==> src/verilog/smeb_pkg.sv <==
// constants, types and states shared by the serial master and its testbench
// What this block does
// - select hold and divider 1 with idle between same-slave words keeps transmit-ready low.
// - with select hold, a word carrying the final-transfer bit releases select at drain.
// - fixed select with dma feed takes transfer size from select-zero word length.
// - divider 1 with odd word length 9, 11, 13 or 15 adds one serial clock pulse.
// - polarity 1, inverted phase 0, slow-divider transfer then divider-1 transfer adds a pulse.
// - no mixed-divider extra pulse when every select uses divider 1.
package smeb_pkg;

  // ****************************************
  // sizes
  // ****************************************
  localparam int NUM_CS = 4;
  localparam int CS_W = 2;
  localparam int DATA_W = 16;
  localparam int WORD_W = 32;
  localparam int FIFO_DEPTH = 4;
  localparam int FIFO_LVL_W = 3;
  localparam int FINAL_BIT = 24;
  localparam int PCS_LSB = 16;

  // ****************************************
  // counts, codes and reset values
  // ****************************************
  localparam logic [2:0] FIFO_FULL_LVL = 3'h4;
  localparam logic [4:0] LEN_BASE = 5'h08;
  localparam logic [4:0] LEN_FULL = 5'h10;
  localparam logic [3:0] CODE_MAX = 4'h8;
  localparam logic [7:0] DIV_ONE = 8'h01;
  localparam logic [7:0] PHASE_RST = 8'h00;
  localparam logic [5:0] EDGE_RST = 6'h00;
  localparam logic [5:0] EDGE_EXTRA = 6'h02;
  localparam logic [3:0] SEL_IDLE = 4'hF;
  localparam logic [15:0] SHREG_RST = 16'h0000;
  localparam logic DRAINED_RST = 1'b1;

  // ****************************************
  // types
  // ****************************************
  typedef struct packed {
    logic hold;
    logic cpol;
    logic inverted_phase_bit;
    logic [3:0] bits_code;
    logic [7:0] divider;
  } smeb_cfg_t;

  typedef struct packed {
    logic [6:0] rsvd_hi;
    logic final_flag;
    logic [3:0] rsvd_mid;
    logic [3:0] pcs;
    logic [15:0] data;
  } smeb_word_t;

  typedef enum logic [1:0] {
    ST_IDLE = 2'b00,
    ST_SETUP = 2'b01,
    ST_SHIFT = 2'b10,
    ST_DONE = 2'b11
  } smeb_state_t;

endpackage

==> src/verilog/smeb_fifo.sv <==
// word queue between the transmit port and the shifter
`timescale 1ns/10ps
module smeb_fifo #(
  parameter int WIDTH = 32,
  parameter int DEPTH = 4
) (
  input wire logic clk_sys,
  input wire logic resetn,
  input wire logic in_valid,
  output logic in_ready,
  input wire logic [WIDTH-1:0] in_data,
  output logic out_valid,
  input wire logic out_ready,
  output logic [WIDTH-1:0] out_data,
  output logic [$clog2(DEPTH+1)-1:0] level
);
  localparam int PW = (DEPTH > 1) ? $clog2(DEPTH) : 1;
  localparam int LW = $clog2(DEPTH+1);

  logic [WIDTH-1:0] mem [DEPTH];
  logic [PW-1:0] wr_ptr;
  logic [PW-1:0] rd_ptr;
  logic [PW-1:0] next_wr_ptr;
  logic [PW-1:0] next_rd_ptr;
  logic [LW-1:0] next_level;
  logic push;
  logic pop;

  assign in_ready = (level != LW'(DEPTH));
  assign out_valid = (level != '0);
  assign out_data = mem[rd_ptr];
  assign push = in_valid & in_ready;
  assign pop = out_valid & out_ready;

  // ****************************************
  // storage entries
  // ****************************************
  genvar i;
  generate
    for (i = 0; i < DEPTH; i++) begin : g_entry
      logic [WIDTH-1:0] next_mem;
      always_comb begin
        next_mem = (push && (wr_ptr == PW'(i))) ? in_data : mem[i];
      end
      always_ff @(posedge clk_sys or negedge resetn) begin
        if (!resetn) begin
          mem[i] <= '0;
        end else begin
          mem[i] <= next_mem;
        end
      end
    end
  endgenerate

  // ****************************************
  // pointers and level
  // ****************************************
  always_comb begin
    next_wr_ptr = wr_ptr;
    next_rd_ptr = rd_ptr;
    if (push) begin
      next_wr_ptr = (wr_ptr == PW'(DEPTH-1)) ? '0 : wr_ptr + 1'b1;
    end
    if (pop) begin
      next_rd_ptr = (rd_ptr == PW'(DEPTH-1)) ? '0 : rd_ptr + 1'b1;
    end
    next_level = level + LW'(push) - LW'(pop);
  end

  always_ff @(posedge clk_sys or negedge resetn) begin
    if (!resetn) begin
      wr_ptr <= '0;
      rd_ptr <= '0;
      level <= '0;
    end else begin
      wr_ptr <= next_wr_ptr;
      rd_ptr <= next_rd_ptr;
      level <= next_level;
    end
  end

endmodule // smeb_fifo

==> src/verilog/smeb_master.sv <==
// serial master: word queue, select control, clock divider and shifter
`timescale 1ns/10ps
module smeb_master (
  input wire logic clk_sys,
  input wire logic resetn,
  input wire logic master_select_bit,
  input wire logic fixed_select_mode,
  input wire logic [1:0] fixed_select,
  input wire logic dma_feed,
  input wire smeb_pkg::smeb_cfg_t [3:0] select_cfg,
  input wire logic word_valid,
  input wire smeb_pkg::smeb_word_t word,
  output logic transmit_ready,
  output logic serial_clock_pin,
  output logic serial_data_out,
  output logic [3:0] select_n,
  output logic transmitter_drained_flag,
  output logic dma_halfword
);

  // ****************************************
  // state
  // ****************************************
  smeb_pkg::smeb_state_t state, next_state;
  smeb_pkg::smeb_cfg_t cur_cfg, next_cur_cfg;
  logic [7:0] phase_cnt, next_phase_cnt;
  logic [5:0] edge_cnt, next_edge_cnt;
  logic [5:0] edge_total, next_edge_total;
  logic [15:0] shreg, next_shreg;
  logic [1:0] cur_cs, next_cur_cs;
  logic [1:0] last_cs, next_last_cs;
  logic cur_final, next_cur_final;
  logic last_div_not_one, next_last_div_not_one;
  logic idle_seen, next_idle_seen;
  logic cs_held, next_cs_held;
  logic lost_ready, next_lost_ready;
  logic next_transmit_ready;
  logic next_serial_clock_pin;
  logic next_serial_data_out;
  logic [3:0] next_select_n;
  logic next_drained;
  logic next_dma_halfword;

  // ****************************************
  // queue
  // ****************************************
  logic fifo_in_ready;
  logic fifo_out_valid;
  logic fifo_out_ready;
  logic [smeb_pkg::FIFO_LVL_W-1:0] fifo_level;
  logic [smeb_pkg::FIFO_LVL_W-1:0] next_level;
  smeb_pkg::smeb_word_t fifo_word;
  logic push;
  logic pop;

  assign push = word_valid & transmit_ready & fifo_in_ready;
  assign fifo_out_ready = (state == smeb_pkg::ST_IDLE) & master_select_bit;
  assign pop = fifo_out_valid & fifo_out_ready;

  smeb_fifo #(
    .WIDTH(smeb_pkg::WORD_W),
    .DEPTH(smeb_pkg::FIFO_DEPTH)
  ) u_fifo (
    .clk_sys(clk_sys),
    .resetn(resetn),
    .in_valid(push),
    .in_ready(fifo_in_ready),
    .in_data(word),
    .out_valid(fifo_out_valid),
    .out_ready(fifo_out_ready),
    .out_data(fifo_word),
    .level(fifo_level)
  );

  // ****************************************
  // word being loaded
  // ****************************************
  logic [1:0] load_cs;
  smeb_pkg::smeb_cfg_t load_cfg;
  logic [3:0] load_code;
  logic [4:0] load_len;
  logic load_div1;
  logic load_ex5;
  logic load_ex6;
  logic [7:0] cur_div_eff;
  logic cur_div1;
  logic [4:0] cur_len;
  logic shift_now;
  logic cfg0_wide;
  logic sel_wide;

  always_comb begin
    load_cs = fixed_select_mode ? fixed_select : fifo_word.pcs[smeb_pkg::CS_W-1:0];
    load_cfg = select_cfg[load_cs];
    load_code = (load_cfg.bits_code > smeb_pkg::CODE_MAX) ? smeb_pkg::CODE_MAX : load_cfg.bits_code;
    load_len = smeb_pkg::LEN_BASE + {1'b0, load_code};
    load_div1 = (load_cfg.divider <= smeb_pkg::DIV_ONE);
    load_ex5 = load_div1 & load_len[0];
    load_ex6 = load_div1 & load_cfg.cpol & ~load_cfg.inverted_phase_bit & last_div_not_one;
    cur_div_eff = (cur_cfg.divider == 8'h00) ? smeb_pkg::DIV_ONE : cur_cfg.divider;
    cur_div1 = (cur_div_eff == smeb_pkg::DIV_ONE);
    cur_len = smeb_pkg::LEN_BASE + {1'b0, (cur_cfg.bits_code > smeb_pkg::CODE_MAX) ?
      smeb_pkg::CODE_MAX : cur_cfg.bits_code};
    shift_now = cur_cfg.inverted_phase_bit ? edge_cnt[0] : (~edge_cnt[0] && (edge_cnt != smeb_pkg::EDGE_RST));
    cfg0_wide = (select_cfg[0].bits_code != 4'h0);
    sel_wide = (select_cfg[fixed_select_mode ? fixed_select : cur_cs].bits_code != 4'h0);
  end

  // ****************************************
  // next state
  // ****************************************
  always_comb begin
    next_state = state;
    next_cur_cfg = cur_cfg;
    next_phase_cnt = phase_cnt;
    next_edge_cnt = edge_cnt;
    next_edge_total = edge_total;
    next_shreg = shreg;
    next_cur_cs = cur_cs;
    next_last_cs = last_cs;
    next_cur_final = cur_final;
    next_last_div_not_one = last_div_not_one;
    next_idle_seen = idle_seen;
    next_cs_held = cs_held;
    next_lost_ready = lost_ready;
    next_serial_clock_pin = serial_clock_pin;
    next_serial_data_out = serial_data_out;
    next_select_n = select_n;
    next_drained = transmitter_drained_flag;
    case (state)
      smeb_pkg::ST_IDLE: begin
        next_serial_clock_pin = master_select_bit ? cur_cfg.cpol : 1'b0;
        if (cs_held && !pop) begin
          next_idle_seen = 1'b1;
        end
        if (pop) begin
          next_cur_cfg = load_cfg;
          next_cur_cs = load_cs;
          next_cur_final = fifo_word.final_flag;
          next_select_n = smeb_pkg::SEL_IDLE & ~(4'h1 << load_cs);
          next_lost_ready = load_cfg.hold & load_div1 & cs_held & idle_seen & (load_cs == last_cs);
          next_drained = 1'b0;
          next_shreg = fifo_word.data << (smeb_pkg::LEN_FULL - load_len);
          next_serial_data_out = next_shreg[15];
          next_serial_clock_pin = load_cfg.cpol;
          next_phase_cnt = smeb_pkg::PHASE_RST;
          next_edge_cnt = smeb_pkg::EDGE_RST;
          next_edge_total = {load_len, 1'b0} + (load_ex5 ? smeb_pkg::EDGE_EXTRA : smeb_pkg::EDGE_RST)
            + (load_ex6 ? smeb_pkg::EDGE_EXTRA : smeb_pkg::EDGE_RST);
          next_state = smeb_pkg::ST_SETUP;
        end
      end
      smeb_pkg::ST_SETUP: begin
        next_state = smeb_pkg::ST_SHIFT;
      end
      smeb_pkg::ST_SHIFT: begin
        if (phase_cnt == cur_div_eff - smeb_pkg::DIV_ONE) begin
          next_phase_cnt = smeb_pkg::PHASE_RST;
          next_serial_clock_pin = ~serial_clock_pin;
          next_edge_cnt = edge_cnt + 6'h01;
          if (shift_now) begin
            next_shreg = {shreg[14:0], 1'b0};
            next_serial_data_out = shreg[14];
          end
          if (edge_cnt + 6'h01 == edge_total) begin
            next_state = smeb_pkg::ST_DONE;
          end
        end else begin
          next_phase_cnt = phase_cnt + 8'h01;
        end
      end
      smeb_pkg::ST_DONE: begin
        next_drained = 1'b1;
        next_last_cs = cur_cs;
        next_last_div_not_one = ~cur_div1;
        next_idle_seen = 1'b0;
        next_lost_ready = 1'b0;
        if (cur_final || !cur_cfg.hold) begin
          next_select_n = smeb_pkg::SEL_IDLE;
          next_cs_held = 1'b0;
        end else begin
          next_cs_held = 1'b1;
        end
        next_state = smeb_pkg::ST_IDLE;
      end
      default: begin
        next_state = smeb_pkg::ST_IDLE;
      end
    endcase
    next_level = fifo_level + {2'b00, push} - {2'b00, pop};
    next_transmit_ready = (next_level != smeb_pkg::FIFO_FULL_LVL) & ~next_lost_ready;
    next_dma_halfword = (dma_feed && fixed_select_mode) ? cfg0_wide : sel_wide;
  end

  always_ff @(posedge clk_sys or negedge resetn) begin
    if (!resetn) begin
      state <= smeb_pkg::ST_IDLE;
      cur_cfg <= '0;
      phase_cnt <= smeb_pkg::PHASE_RST;
      edge_cnt <= smeb_pkg::EDGE_RST;
      edge_total <= smeb_pkg::EDGE_RST;
      shreg <= smeb_pkg::SHREG_RST;
      cur_cs <= 2'h0;
      last_cs <= 2'h0;
      cur_final <= 1'b0;
      last_div_not_one <= 1'b0;
      idle_seen <= 1'b0;
      cs_held <= 1'b0;
      lost_ready <= 1'b0;
      transmit_ready <= 1'b0;
      serial_clock_pin <= 1'b0;
      serial_data_out <= 1'b0;
      select_n <= smeb_pkg::SEL_IDLE;
      transmitter_drained_flag <= smeb_pkg::DRAINED_RST;
      dma_halfword <= 1'b0;
    end else begin
      state <= next_state;
      cur_cfg <= next_cur_cfg;
      phase_cnt <= next_phase_cnt;
      edge_cnt <= next_edge_cnt;
      edge_total <= next_edge_total;
      shreg <= next_shreg;
      cur_cs <= next_cur_cs;
      last_cs <= next_last_cs;
      cur_final <= next_cur_final;
      last_div_not_one <= next_last_div_not_one;
      idle_seen <= next_idle_seen;
      cs_held <= next_cs_held;
      lost_ready <= next_lost_ready;
      transmit_ready <= next_transmit_ready;
      serial_clock_pin <= next_serial_clock_pin;
      serial_data_out <= next_serial_data_out;
      select_n <= next_select_n;
      transmitter_drained_flag <= next_drained;
      dma_halfword <= next_dma_halfword;
    end
  end

  // ****************************************
  // checks
  // ****************************************
  logic [5:0] pulse_cnt;
  always_ff @(posedge clk_sys or negedge resetn) begin
    if (!resetn) begin
      pulse_cnt <= smeb_pkg::EDGE_RST;
    end else if (state == smeb_pkg::ST_SETUP) begin
      pulse_cnt <= smeb_pkg::EDGE_RST;
    end else if (state == smeb_pkg::ST_SHIFT && next_serial_clock_pin != serial_clock_pin) begin
      pulse_cnt <= pulse_cnt + 6'h01;
    end
  end
endmodule // smeb_master

==> config.mk <==
export PLATFORM = sky130hd
export DESIGN_NAME = smeb_master
export DESIGN_NICKNAME = d
export VERILOG_FILES = /design/src/verilog/smeb_pkg.sv /design/src/verilog/smeb_fifo.sv /design/src/verilog/smeb_master.sv
export SDC_FILE = /design/constraint.sdc
export NUM_CORES = 1
export LEC_CHECK = 0
export CAP_MARGIN = 5
export CELL_PAD_IN_SITES_DETAIL_PLACEMENT = 0
export CELL_PAD_IN_SITES_GLOBAL_PLACEMENT = 1
export CORE_MARGIN = 5
export CORE_UTILIZATION = 51
export DETAILED_ROUTE_END_ITERATION = 6
export DONT_BUFFER_PORTS = 1
export PLACE_DENSITY = 0.82
export SLEW_MARGIN = 40
export SYNTH_ARGS = -nofsm -noshare
export SYNTH_HDL_FRONTEND = slang
export SYNTH_SLANG_ARGS = --single-unit
==> constraint.sdc <==
create_clock -name clk_sys -period 4.6 [get_ports clk_sys]
set_input_delay 0.46 -clock clk_sys [delete_from_list [all_inputs] [get_ports clk_sys]]
set_output_delay 0.46 -clock clk_sys [all_outputs]
set_load 0.02 [all_outputs]
* Yosys cells after proc, flatten, opt, wreduce, memory -nomap -nowiden
Cells that the tools add are included.
** Cells by class
- Add/subtract/negate cells :: 13
- Reduce and logical (&&, ||, !) cells :: 28
- Bitwise logic cells :: 21
- Multiplexer cells :: 49
- Equality and inequality tests :: 19
- Shift-type cells :: 2
- $lt $le $gt $ge :: 5
** Operator list (count)
- $bmux W32 S2 :: 1
- $bmux W15 S2 :: 2
- $mux W15 :: 4
- $mux W25 :: 2
- $pmux W15 S2 :: 1
- $mux W8 :: 3
- $mux W2 :: 9
- $pmux W8 S2 :: 1
- $shl A16 B5 Y16 :: 1
- $and A1 B1 Y1 :: 14
- $add A6 B2 Y6 :: 2
- $mux W1 :: 12
- $mux W12 :: 1
- $mux W4 :: 3
- $mux W6 :: 2
- $pmux W6 S2 :: 1
- $eq A2 B2 Y1 const B :: 5
- $ne A2 B2 Y1 const B :: 5
- $pmux W1 S2 :: 5
- $reduce_and A2 Y1 :: 5
- $reduce_and A3 Y1 :: 3
- $add A8 B1 Y8 const B :: 1
- $eq A8 B1 Y1 const B :: 1
- $eq A8 B8 Y1 :: 1
- 32 further kinds :: 52
** Storage, ports and cells
- Output and inout bits :: 9
- Register bits :: 201
- Input bits :: 100
- Logic and storage cells :: 166

* Depth between registers and ports, before layout
Gate-level depths: netlist of run 1.
- Word-level depth :: 16
- Mapped depth :: 17
- Gate-level depth less buffers :: 14

* By module
From an unflattened synthesis of run 1, not the netlist that was laid out.
** Unflattened totals
- Cells, all modules :: 1414
- Area total of the unflattened synthesis :: 14346.3 um2
** Modules (own cells, without submodules)
- smeb_fifo :: seq. area each 3378.2 um2, area each 9235.1 um2, times used 1, cells each 836
- smeb_master :: seq. area each 1632.8 um2, area each 5111.2 um2, times used 1, cells each 578

* Worst setup path after synthesis of run 1
OpenSTA, ideal clock, no wires.
- Path type :: register to register
- Start point :: reg u_fifo.rd_ptr[0]
- End point :: reg edge_total[4]
- Path buffers :: 2
- Data required time :: 4464 ps
- Cell stages (with the launch flop) :: 17
- Slack :: 889 ps
- Setup time :: 136 ps
- Data arrival time :: 3575 ps
- Period minus slack after synthesis :: 3711 ps
- Cells stage by stage :: dfrtp_1 mux4_2 mux2_2 buf_6 buf_2 nand2_1 and3_1 a31oi_1 or4_1 nor4_2 nor2_1 ha_1 a21o_1 ha_1 ha_1 xnor2_1 o21ai_0
** On the way
- Cells in the longest elaborated chain, start to end :: 14
- Elaborated cells on any way between the ends :: 20
- Classes of those cells :: add/sub (3); order compare (2); mux (9); bitwise (6)
** Ends and longest elaborated chain
- start: declaration :: line smeb_fifo.sv:22 : logic [PW-1:0] rd_ptr;
- start signal: assignment :: line smeb_fifo.sv:77 : rd_ptr <= next_rd_ptr;
- $not A2 Y3 (not written as such) (*) :: line smeb_fifo.sv:31 : assign out_data = mem[rd_ptr];
- $bmux W32 S2 (*) :: line smeb_fifo.sv:31
- $mux W25 (not written as such) (*) (2 in a row) :: line smeb_fifo.sv:31
- $mux W2 (*) :: line smeb_master.sv:93 : load_cs = fixed_select_mode ? fixed_select : fifo_word.pcs[smeb_pkg::CS_W-1:0];
- $bmux W15 S2 (*) :: line smeb_master.sv:94 : load_cfg = select_cfg[load_cs];
- $mux W15 (not written as such) (*) :: line smeb_master.sv:94
- $gt A4 B4 Y1 :: line smeb_master.sv:95 : load_code = (load_cfg.bits_code > smeb_pkg::CODE_MAX) ? smeb_pkg::CODE_MAX : load_cfg.bits_code;
- $mux W4 :: line smeb_master.sv:95
- $add A4 B4 Y5 :: line smeb_master.sv:96 : load_len = smeb_pkg::LEN_BASE + {1'b0, load_code};
- $and A1 B1 Y1 :: line smeb_master.sv:98 : load_ex5 = load_div1 & load_len[0];
- $mux W2 :: line smeb_master.sv:148 : next_edge_total = {load_len, 1'b0} + (load_ex5 ? smeb_pkg::EDGE_EXTRA : smeb_pkg::EDGE_RST)
- $add A6 B2 Y6 :: line smeb_master.sv:148
- $add A6 B2 Y6 (*) :: line smeb_master.sv:149 : + (load_ex6 ? smeb_pkg::EDGE_EXTRA : smeb_pkg::EDGE_RST);
- end signal: assignment :: line smeb_master.sv:201 : edge_total <= smeb_pkg::EDGE_RST;
- end signal: assignment :: line smeb_master.sv:221 : edge_total <= next_edge_total;
- end: declaration :: line smeb_master.sv:28 : logic [5:0] edge_total, next_edge_total;
Mark *: on every way between the ends. The rest lies on a longest branch, timed or not. The select of a mux whose other input is x is not followed.
A chain may end at the register's enable or synchronous reset.

* Worst setup path after layout of run 1
Ends and elaborated chain as after synthesis.

==> summary.txt, run 1 <==
Run status
  • Outcome: finished clean

Drt
  • Metal-1 WL: 8510 um
  • First-pass detailed-route iteration total: 5
  • # DRC: 0
  • Iteration-0 DRC Markers: 363
  • Max layer used: met4
  • Detail Route Antenna Nets: 0
  • Final WL: 19500 um
  • Met2 Routed Length: 9860 um
  • Metal3 WL: 913 um
  • Vias: 6027
  • Drt wl/cell: 19.2 um
  • Vias per cell: 5.93

Synthesis
  • Post-synth ARST share: 100%
  • Cell with the most instances after synthesis: dfrtp_1
  • Number of synthesized flops with an enable pin: 0
  • Post-synth top cells: dfrtp_1, nand2_1, mux2_2
  • Most used DFF post-synth: dfrtp_1
  • Post-synth top area share: 42.1%
  • Post-synthesis sequential area ratio: 43.7%
  • Synth Instances: 791
  • Cell accounting for the most synthesized area: dfrtp_1
  • Avg Inst Size Synth: 10.7 um^2
  • Synth warn: 0
  • Cell variety after synth: 62
  • Area contributors post-synth: dfrtp_1, mux2_2, mux4_2, nand2_1, ha_1
  • Mapped cell area: 8500 um^2
  • Synth Register Bits: 148
  • Post-Syn Nets: 911

Clock network
  • Max clock buf depth: 2
  • Clock transition at path regs: 0.07 ns
  • Clk_lat worst skew: 0.44 ns
  • Setup Buffers After CTS: 0
  • H-tree depth: 4
  • Clk sinks: 148
  • Num CTS Buffers: 17
  • CTS tree: yes
  • Root Buffer: clkbuf_16

STA
  • Actual slew at the worst max-slew pin: 0.740 ns
  • Setup WS post-layout: 0.428 ns
  • Slew Limit Fails: 0
  • TNS Setup: 0 ns
  • Fmax: 240 MHz
  • Tmin final: 4.17 ns
  • Final setup vio count: 0
  • Min Hold Slack: 0.00550 ns
  • Hold violation total from the final report: 0
  • RSZ-0062 raised after global routing: false
  • Normalized max-slew margin: 50.7%
  • Clock Skew: 0.0130 ns
  • Final period utilization: 90.7%

Setup path
  • Setup CP Type: reg2reg
  • Worst Setup Start Kind: flop
  • CP Max Fanout: 16
  • Endpoint class of the critical path: flop
  • Worst EP arrival: 4.48 ns
  • Req. time, crit path: 4.91 ns

Global route
  • Vias in the first global route: 6120
  • First-pass GRT wire length: 32200 um
  • Initial antenna violation count: 0
  • Largest net degree at the start of global routing: 149
  • Total gr overflow: 0
  • Total GRT Usage: 20.6%

Floorplan
  • Chip height: 139 um
  • Io pins: 109
  • Core Area: 16500 um^2
  • # rows: 47
  • Die width: 139 um
  • Die area: 19300 um^2
  • Initial cell density of the core: 51.6%

Job
  • Maximum Capacitance Violations: 0

Finish
  • Number of nets in the layout: 904
  • Antenna Cells: 0
  • Layout area overhead: 10.3%
  • Share of post-route cells with drive strength above 1: 24.7%

Placed design
  • GPL Wtd Cong: 0.846
  • HPWL Detailed: 14200 um
  • Setup WS pre-CTS: 0.426 ns
  • Port-buffer cells: 0

Pwr
  • Power density cells: 567 nW/um^2
  • Maximum vdd drop: 0.399 mV
  • Leak: 4.02 nW
  • Pwr Total: 5.31 mW

Worst hold path
  • Worst Hold Class: in2async
==> logic make-up after synthesis <==
family,after synthesis,share of synthesized area [%]
AND/OR/NAND/NOR,242,14.1
multiplexers,139,22.2
buffers and inverters,70,3.30
adder cells (fa/ha/maj),20,3.03
flip-flops,148,43.7
AO/OA/AOI/OAI,144,10.7
XOR/XNOR,28,3.06
==> per-stage QoR <==
stage                     area (um^2)  instances  utilization, %
final                            9370       1017            56.9
after floorplan                  8500        791               -
after detailed placement         8740        984            53.1
after CTS                        9370       1017            56.9
after global routing             9370       1017            56.9
after global placement           8740        984            53.1
==> metal layers <==
layer | vias up | GRT usage [%]
met4 | 0 | 5.61
met1 | 3030 | 27.5
met3 | 20 | 4.31
met2 | 118 | 34.4
met5 | - | 0
li1 | 2859 | -
==> flip-flops by register name, indices dropped and copies added, names as in the netlist, 2 cells and up <==
name           count
u_fifo.mem        76
edge_cnt           6
cur_cfg           11
u_fifo.level       3
phase_cnt          8
edge_total         5
last_cs            2
u_fifo.wr_ptr      2
shreg             15
cur_cs             2
select_n           4
state              2
u_fifo.rd_ptr      2
==> cell usage in the layout (no fill, tap or decap), types with 19 or more instances in the layout <==
cell / count
a21oi_1: 26
a31oi_1: 20
dfrtp_1: 143
ha_1: 19
inv_1: 23
mux2_2: 96
mux4_2: 26
nand2_1: 105
nor2_1: 28
o21ai_0: 38
==> cell type report <==
cell class | count | area [um^2]
fill | 1403 | 7090
multi-input combinational | 573 | 4530
sequential | 148 | 3710
clock buffer | 17 | 425
tap | 220 | 275
clock inverter | 15 | 179
timing repair buffer | 19 | 163
inverter | 25 | 96.3
==> timing repair <==
item / CTS / global route
gates resized for setup: 0 / 0
hold endpoints to repair: 148 / 0
hold buffers: 1 / 0
endpoints found under the setup margin: 0 / 0
==> where the power goes <==
group | switching (mW) | internal [mW]
clock network | 0.639 | 0.781
logic | 1.02 | 1.01
registers | 0.192 | 1.67
total | 1.85 | 3.46
==> worst max-delay path, stage by stage, from the launching register on <==
cell and delay [ns]:
dfrtp_1 0.44, mux4_2 0.57, mux2_2 0.44, buf_4 0.25, nand2_1 0.07, and3_1 0.15, a31oi_1 0.06, or4_1 0.55
nor4_2 0.33, buf_4 0.20, nor2_1 0.06, ha_1 0.18, a21o_1 0.15, ha_1 0.19, ha_1 0.19, xnor2_1 0.14
o21ai_0 0.08
==> worst paths after layout <==
| kind | from | end | slack, ns | cells past startpoint |
|---|---|---|---|---|
| min in group clk_sys | word[6] | u_fifo.mem[6] | 0.17 | 1 |
| worst max-delay path | u_fifo.rd_ptr[0] | edge_total[4] | 0.43 | 16 |
| worst max register to register | u_fifo.rd_ptr[0] | edge_total[4] | 0.43 | 16 |
| worst min register to register | edge_total[4] | edge_total[4] | 0.50 | 2 |
| max in group asynchronous | resetn | u_fifo.mem[97] | 4.04 | 1 |
| worst min-delay path | resetn | cur_cfg[2] | 0.005 | 1 |
Power figures use the tool's default switching activity.
==> run 2, diff against run 1 <==
--- a/config.mk
+++ b/config.mk
@@ -13,6 +13,7 @@
 export DETAILED_ROUTE_END_ITERATION = 6
 export DONT_BUFFER_PORTS = 1
 export PLACE_DENSITY = 0.82
+export RECOVER_POWER = 100
 export SLEW_MARGIN = 40
 export SYNTH_ARGS = -nofsm -noshare
 export SYNTH_HDL_FRONTEND = slang
==> run 2 against run 1 <==
Effect of this change:
- the flow now finishes with violations (capacitance limit, slew limit)
- cell count is the same
- first-iteration DRC count shrank 4.1%
- die area is the same
- largest cell class unchanged
- power shrank 0.20%
- clock skew shrank 0.0049 ns
- sequential share of layout area grew 0.19 points
- via count grew 0.20%
- clock power is essentially flat
- cell area shrank 0.48%
- routed wire length shrank 0.14%
- combinational power is essentially flat
- count of clock-buffer cells in the layout is the same
==> summary.txt, run 2 (same netlist as run 1, synthesis figures left out) <==
Run status
  • Outcome: finished with violations
  • Failing checks: capacitance limit, slew limit

Setup path
  • Worst Setup Start Kind: flop
  • Family with the most delay on the worst path: simple AND/OR/NAND/NOR gates
  • CP peak stage delay: 0.57 ns (about the same)
  • Req. time, crit path: 4.87 ns (-0.04 ns)
  • Setup CP Type: reg2reg
  • CP Max Fanout: 16 (unchanged)
  • Critical path, cell by cell: mux4_2, mux2_2, buf_4, nand2_1, and3_1, a31oi_1, or4_1, nor4_1, buf_4, nor2_1, ha_1, a21o_1, ha_1, ha_1, xnor2_1, o21ai_0
  • Endpoint class of the critical path: flop
  • Crit-path slowest cell: mux4_2
  • CP dominant cell by count: ha_1
  • Crit path buffers/inverters: 2 (unchanged)
  • Worst EP arrival: 4.51 ns (+0.03 ns)

STA
  • Hold violation total from the final report: 0 (unchanged)
  • Normalized max-slew margin: -139% (-190 points)
  • Setup WS post-layout: 0.363 ns (-0.0649 ns)
  • RSZ-0062 raised after global routing: false
  • Slew Limit Fails: 169 (+169)
  • Min Hold Slack: 0.171 ns (+0.165 ns)
  • Final setup vio count: 0 (unchanged)
  • Tmin final: 4.24 ns (+0.0649 ns)
  • TNS Setup: 0 ns (unchanged)
  • Fmax: 236 MHz (-1.5%)
  • Clock Skew: 0.00809 ns (-0.00493 ns)
  • Final period utilization: 92.1% (+1.4 points)
  • Actual slew at the worst max-slew pin: 3.58 ns (+2.84 ns)

Drt
  • # DRC: 0 (unchanged)
  • Detail Route Antenna Nets: 0 (unchanged)
  • Vias: 6039 (+0.20%)
  • Drt wl/cell: 19.2 um (-0.14%)
  • Final WL: 19500 um (-0.14%)
  • First-pass detailed-route iteration total: 4 (-1)
  • Vias per cell: 5.94 (+0.20%)
  • Iteration-0 DRC Markers: 348 (-4.1%)

Job
  • Maximum Capacitance Violations: 5 (+5)

Global route
  • Vias in the first global route: 6120 (unchanged)
  • Gr busiest metal: met2
  • Largest net degree at the start of global routing: 149 (unchanged)
  • Total gr overflow: 0 (unchanged)
  • Total GRT Usage: 20.6% (unchanged)
  • Initial antenna violation count: 0 (unchanged)
  • Met3 Track Usage GR: 4.31% (unchanged)
  • Global routing usage on met1: 27.5% (unchanged)
  • Met2 GRT Util: 34.4% (unchanged)
  • First-pass GRT wire length: 32200 um (unchanged)

Finish
  • Antenna Cells: 0 (unchanged)
  • Largest register FFs: 76 (unchanged)
  • Top Registers: u_fifo.mem x76, shreg x15, cur_cfg x11
  • Most frequent cells in the layout: dfrtp_1, nand2_1, mux2_2, o21ai_0, nor2_1
  • Number of filler cells placed in the layout: 1412 (+0.64%)
  • Commonest non-fill, non-tap cell in the layout: dfrtp_1
  • Non-filler instance count after layout: 1017 (unchanged)
  • Most flop-heavy register: u_fifo.mem
  • Layout area overhead: 9.78%
  • Number of nets in the layout: 904 (unchanged)
  • Share of post-route cells with drive strength above 1: 22.7% (-2.0 points)

Clock network
  • Clock transition at path regs: 0.07 ns (about the same)
  • Count of hold-fix buffers inserted at cts: 1 (unchanged)
  • Num CTS Buffers: 17 (unchanged)
  • PostCTS Resize Cnt: 0 (unchanged)
  • H-tree depth: 4 (unchanged)
  • CTS tree: yes
  • Max clock buf depth: 2 (unchanged)
  • Setup Buffers After CTS: 0 (unchanged)
  • Root Buffer: clkbuf_16
  • Clk_lat worst skew: 0.43 ns (about the same)
  • Clk sinks: 148 (unchanged)

Floorplan
  • Initial cell density of the core: 51.6% (unchanged)
  • Io pins: 109 (unchanged)
  • Die area: 19300 um^2 (unchanged)
  • # rows: 47 (unchanged)
  • Core Area: 16500 um^2 (unchanged)
  • Chip height: 139 um (unchanged)
  • Die width: 139 um (unchanged)

Placed design
  • Setup WS pre-CTS: 0.426 ns (unchanged)
  • HPWL Detailed: 14200 um (unchanged)
  • Port-buffer cells: 0 (unchanged)
  • Cell Count Post-Placement: 984 (unchanged)
  • GPL Wtd Cong: 0.846 (unchanged)

Pwr
  • Power Internal: 3.45 mW (-0.14%)
  • Clock power frac: 26.7% (about the same)
  • Pwr Total: 5.30 mW (-0.20%)
  • Power density cells: 568 nW/um^2 (+0.28%)
  • Seq pwr share: 35.2% (about the same)
  • Leak: 4.00 nW (-0.60%)
  • Sw Share: 34.8% (-0.043 points)
  • Sw Pwr: 1.85 mW (-0.33%)
  • Maximum vdd drop: 0.398 mV (-0.30%)
  • Logic gate share of total power: 38.1% (about the same)

Worst hold path
  • Worst Hold Class: in2reg
[run 2: through the flow]
step	instance area, um^2	utilization (%)
4_1_cts	9370	56.9
3_3_place_gp	8740	53.1
6_report	9330	56.7
5_1_grt	9330	56.7
3_5_place_dp	8740	53.1
2_1_floorplan	8500	-
[run 2: worst reg2reg max path, delay by kind of cell (launching register included)]
| kind | cells | cell delay (ns) |
|---|---|---|
| flops | 1 | 0.44 |
| buf+inv | 2 | 0.46 |
| mux | 2 | 1.01 |
| simple gates | 5 | 1.18 |
| fa+ha+maj | 3 | 0.56 |
| compound gates | 3 | 0.29 |
| xor+xnor | 1 | 0.14 |
[run 2: worst paths after layout]
check	start	endpoint	slack, ns	cells past startpoint
setup reg to reg	u_fifo.rd_ptr[0]	edge_total[4]	0.36	16
min in group asynchronous	resetn	cur_cfg[2]	1.20	1
hold reg to reg	edge_total[4]	edge_total[4]	0.50	2
hold / removal	word[6]	u_fifo.mem[6]	0.17	1
max in group asynchronous	resetn	u_fifo.mem[97]	1.30	1
setup / recovery	u_fifo.rd_ptr[0]	edge_total[4]	0.36	16
[run 2: layer usage]
layer	part of all wire [%]	wire, um
met5	0	0
met4	1.4	273
met3	4.0	783
met2	50	9840
met1	44	8620
[run 2: power by group through the flow]
stage / clock, mW / combinational (mW) / sequential, mW
6_report: 1.42 / 2.02 / 1.86
5_1_grt: 1.50 / 2.23 / 1.91
4_1_cts: 1.43 / 2.04 / 1.87
3_5_place_dp: 0 / 2.00 / 1.89
3_3_place_gp: 0 / 1.93 / 1.84
2_1_floorplan: 0 / 1.61 / 1.82
[run 2: cell type report]
type                    instances  area, um^2  share of cell area, %
inverters                      25        96.3                   1.03
multi-input cells             573        4510                   48.4
clock inverters                15         179                   1.92
flip-flops and latches        148        3710                   39.8
clock buffers                  17         425                   4.56
well taps                     220         275                   2.95
repair buffers                 19         133                   1.42
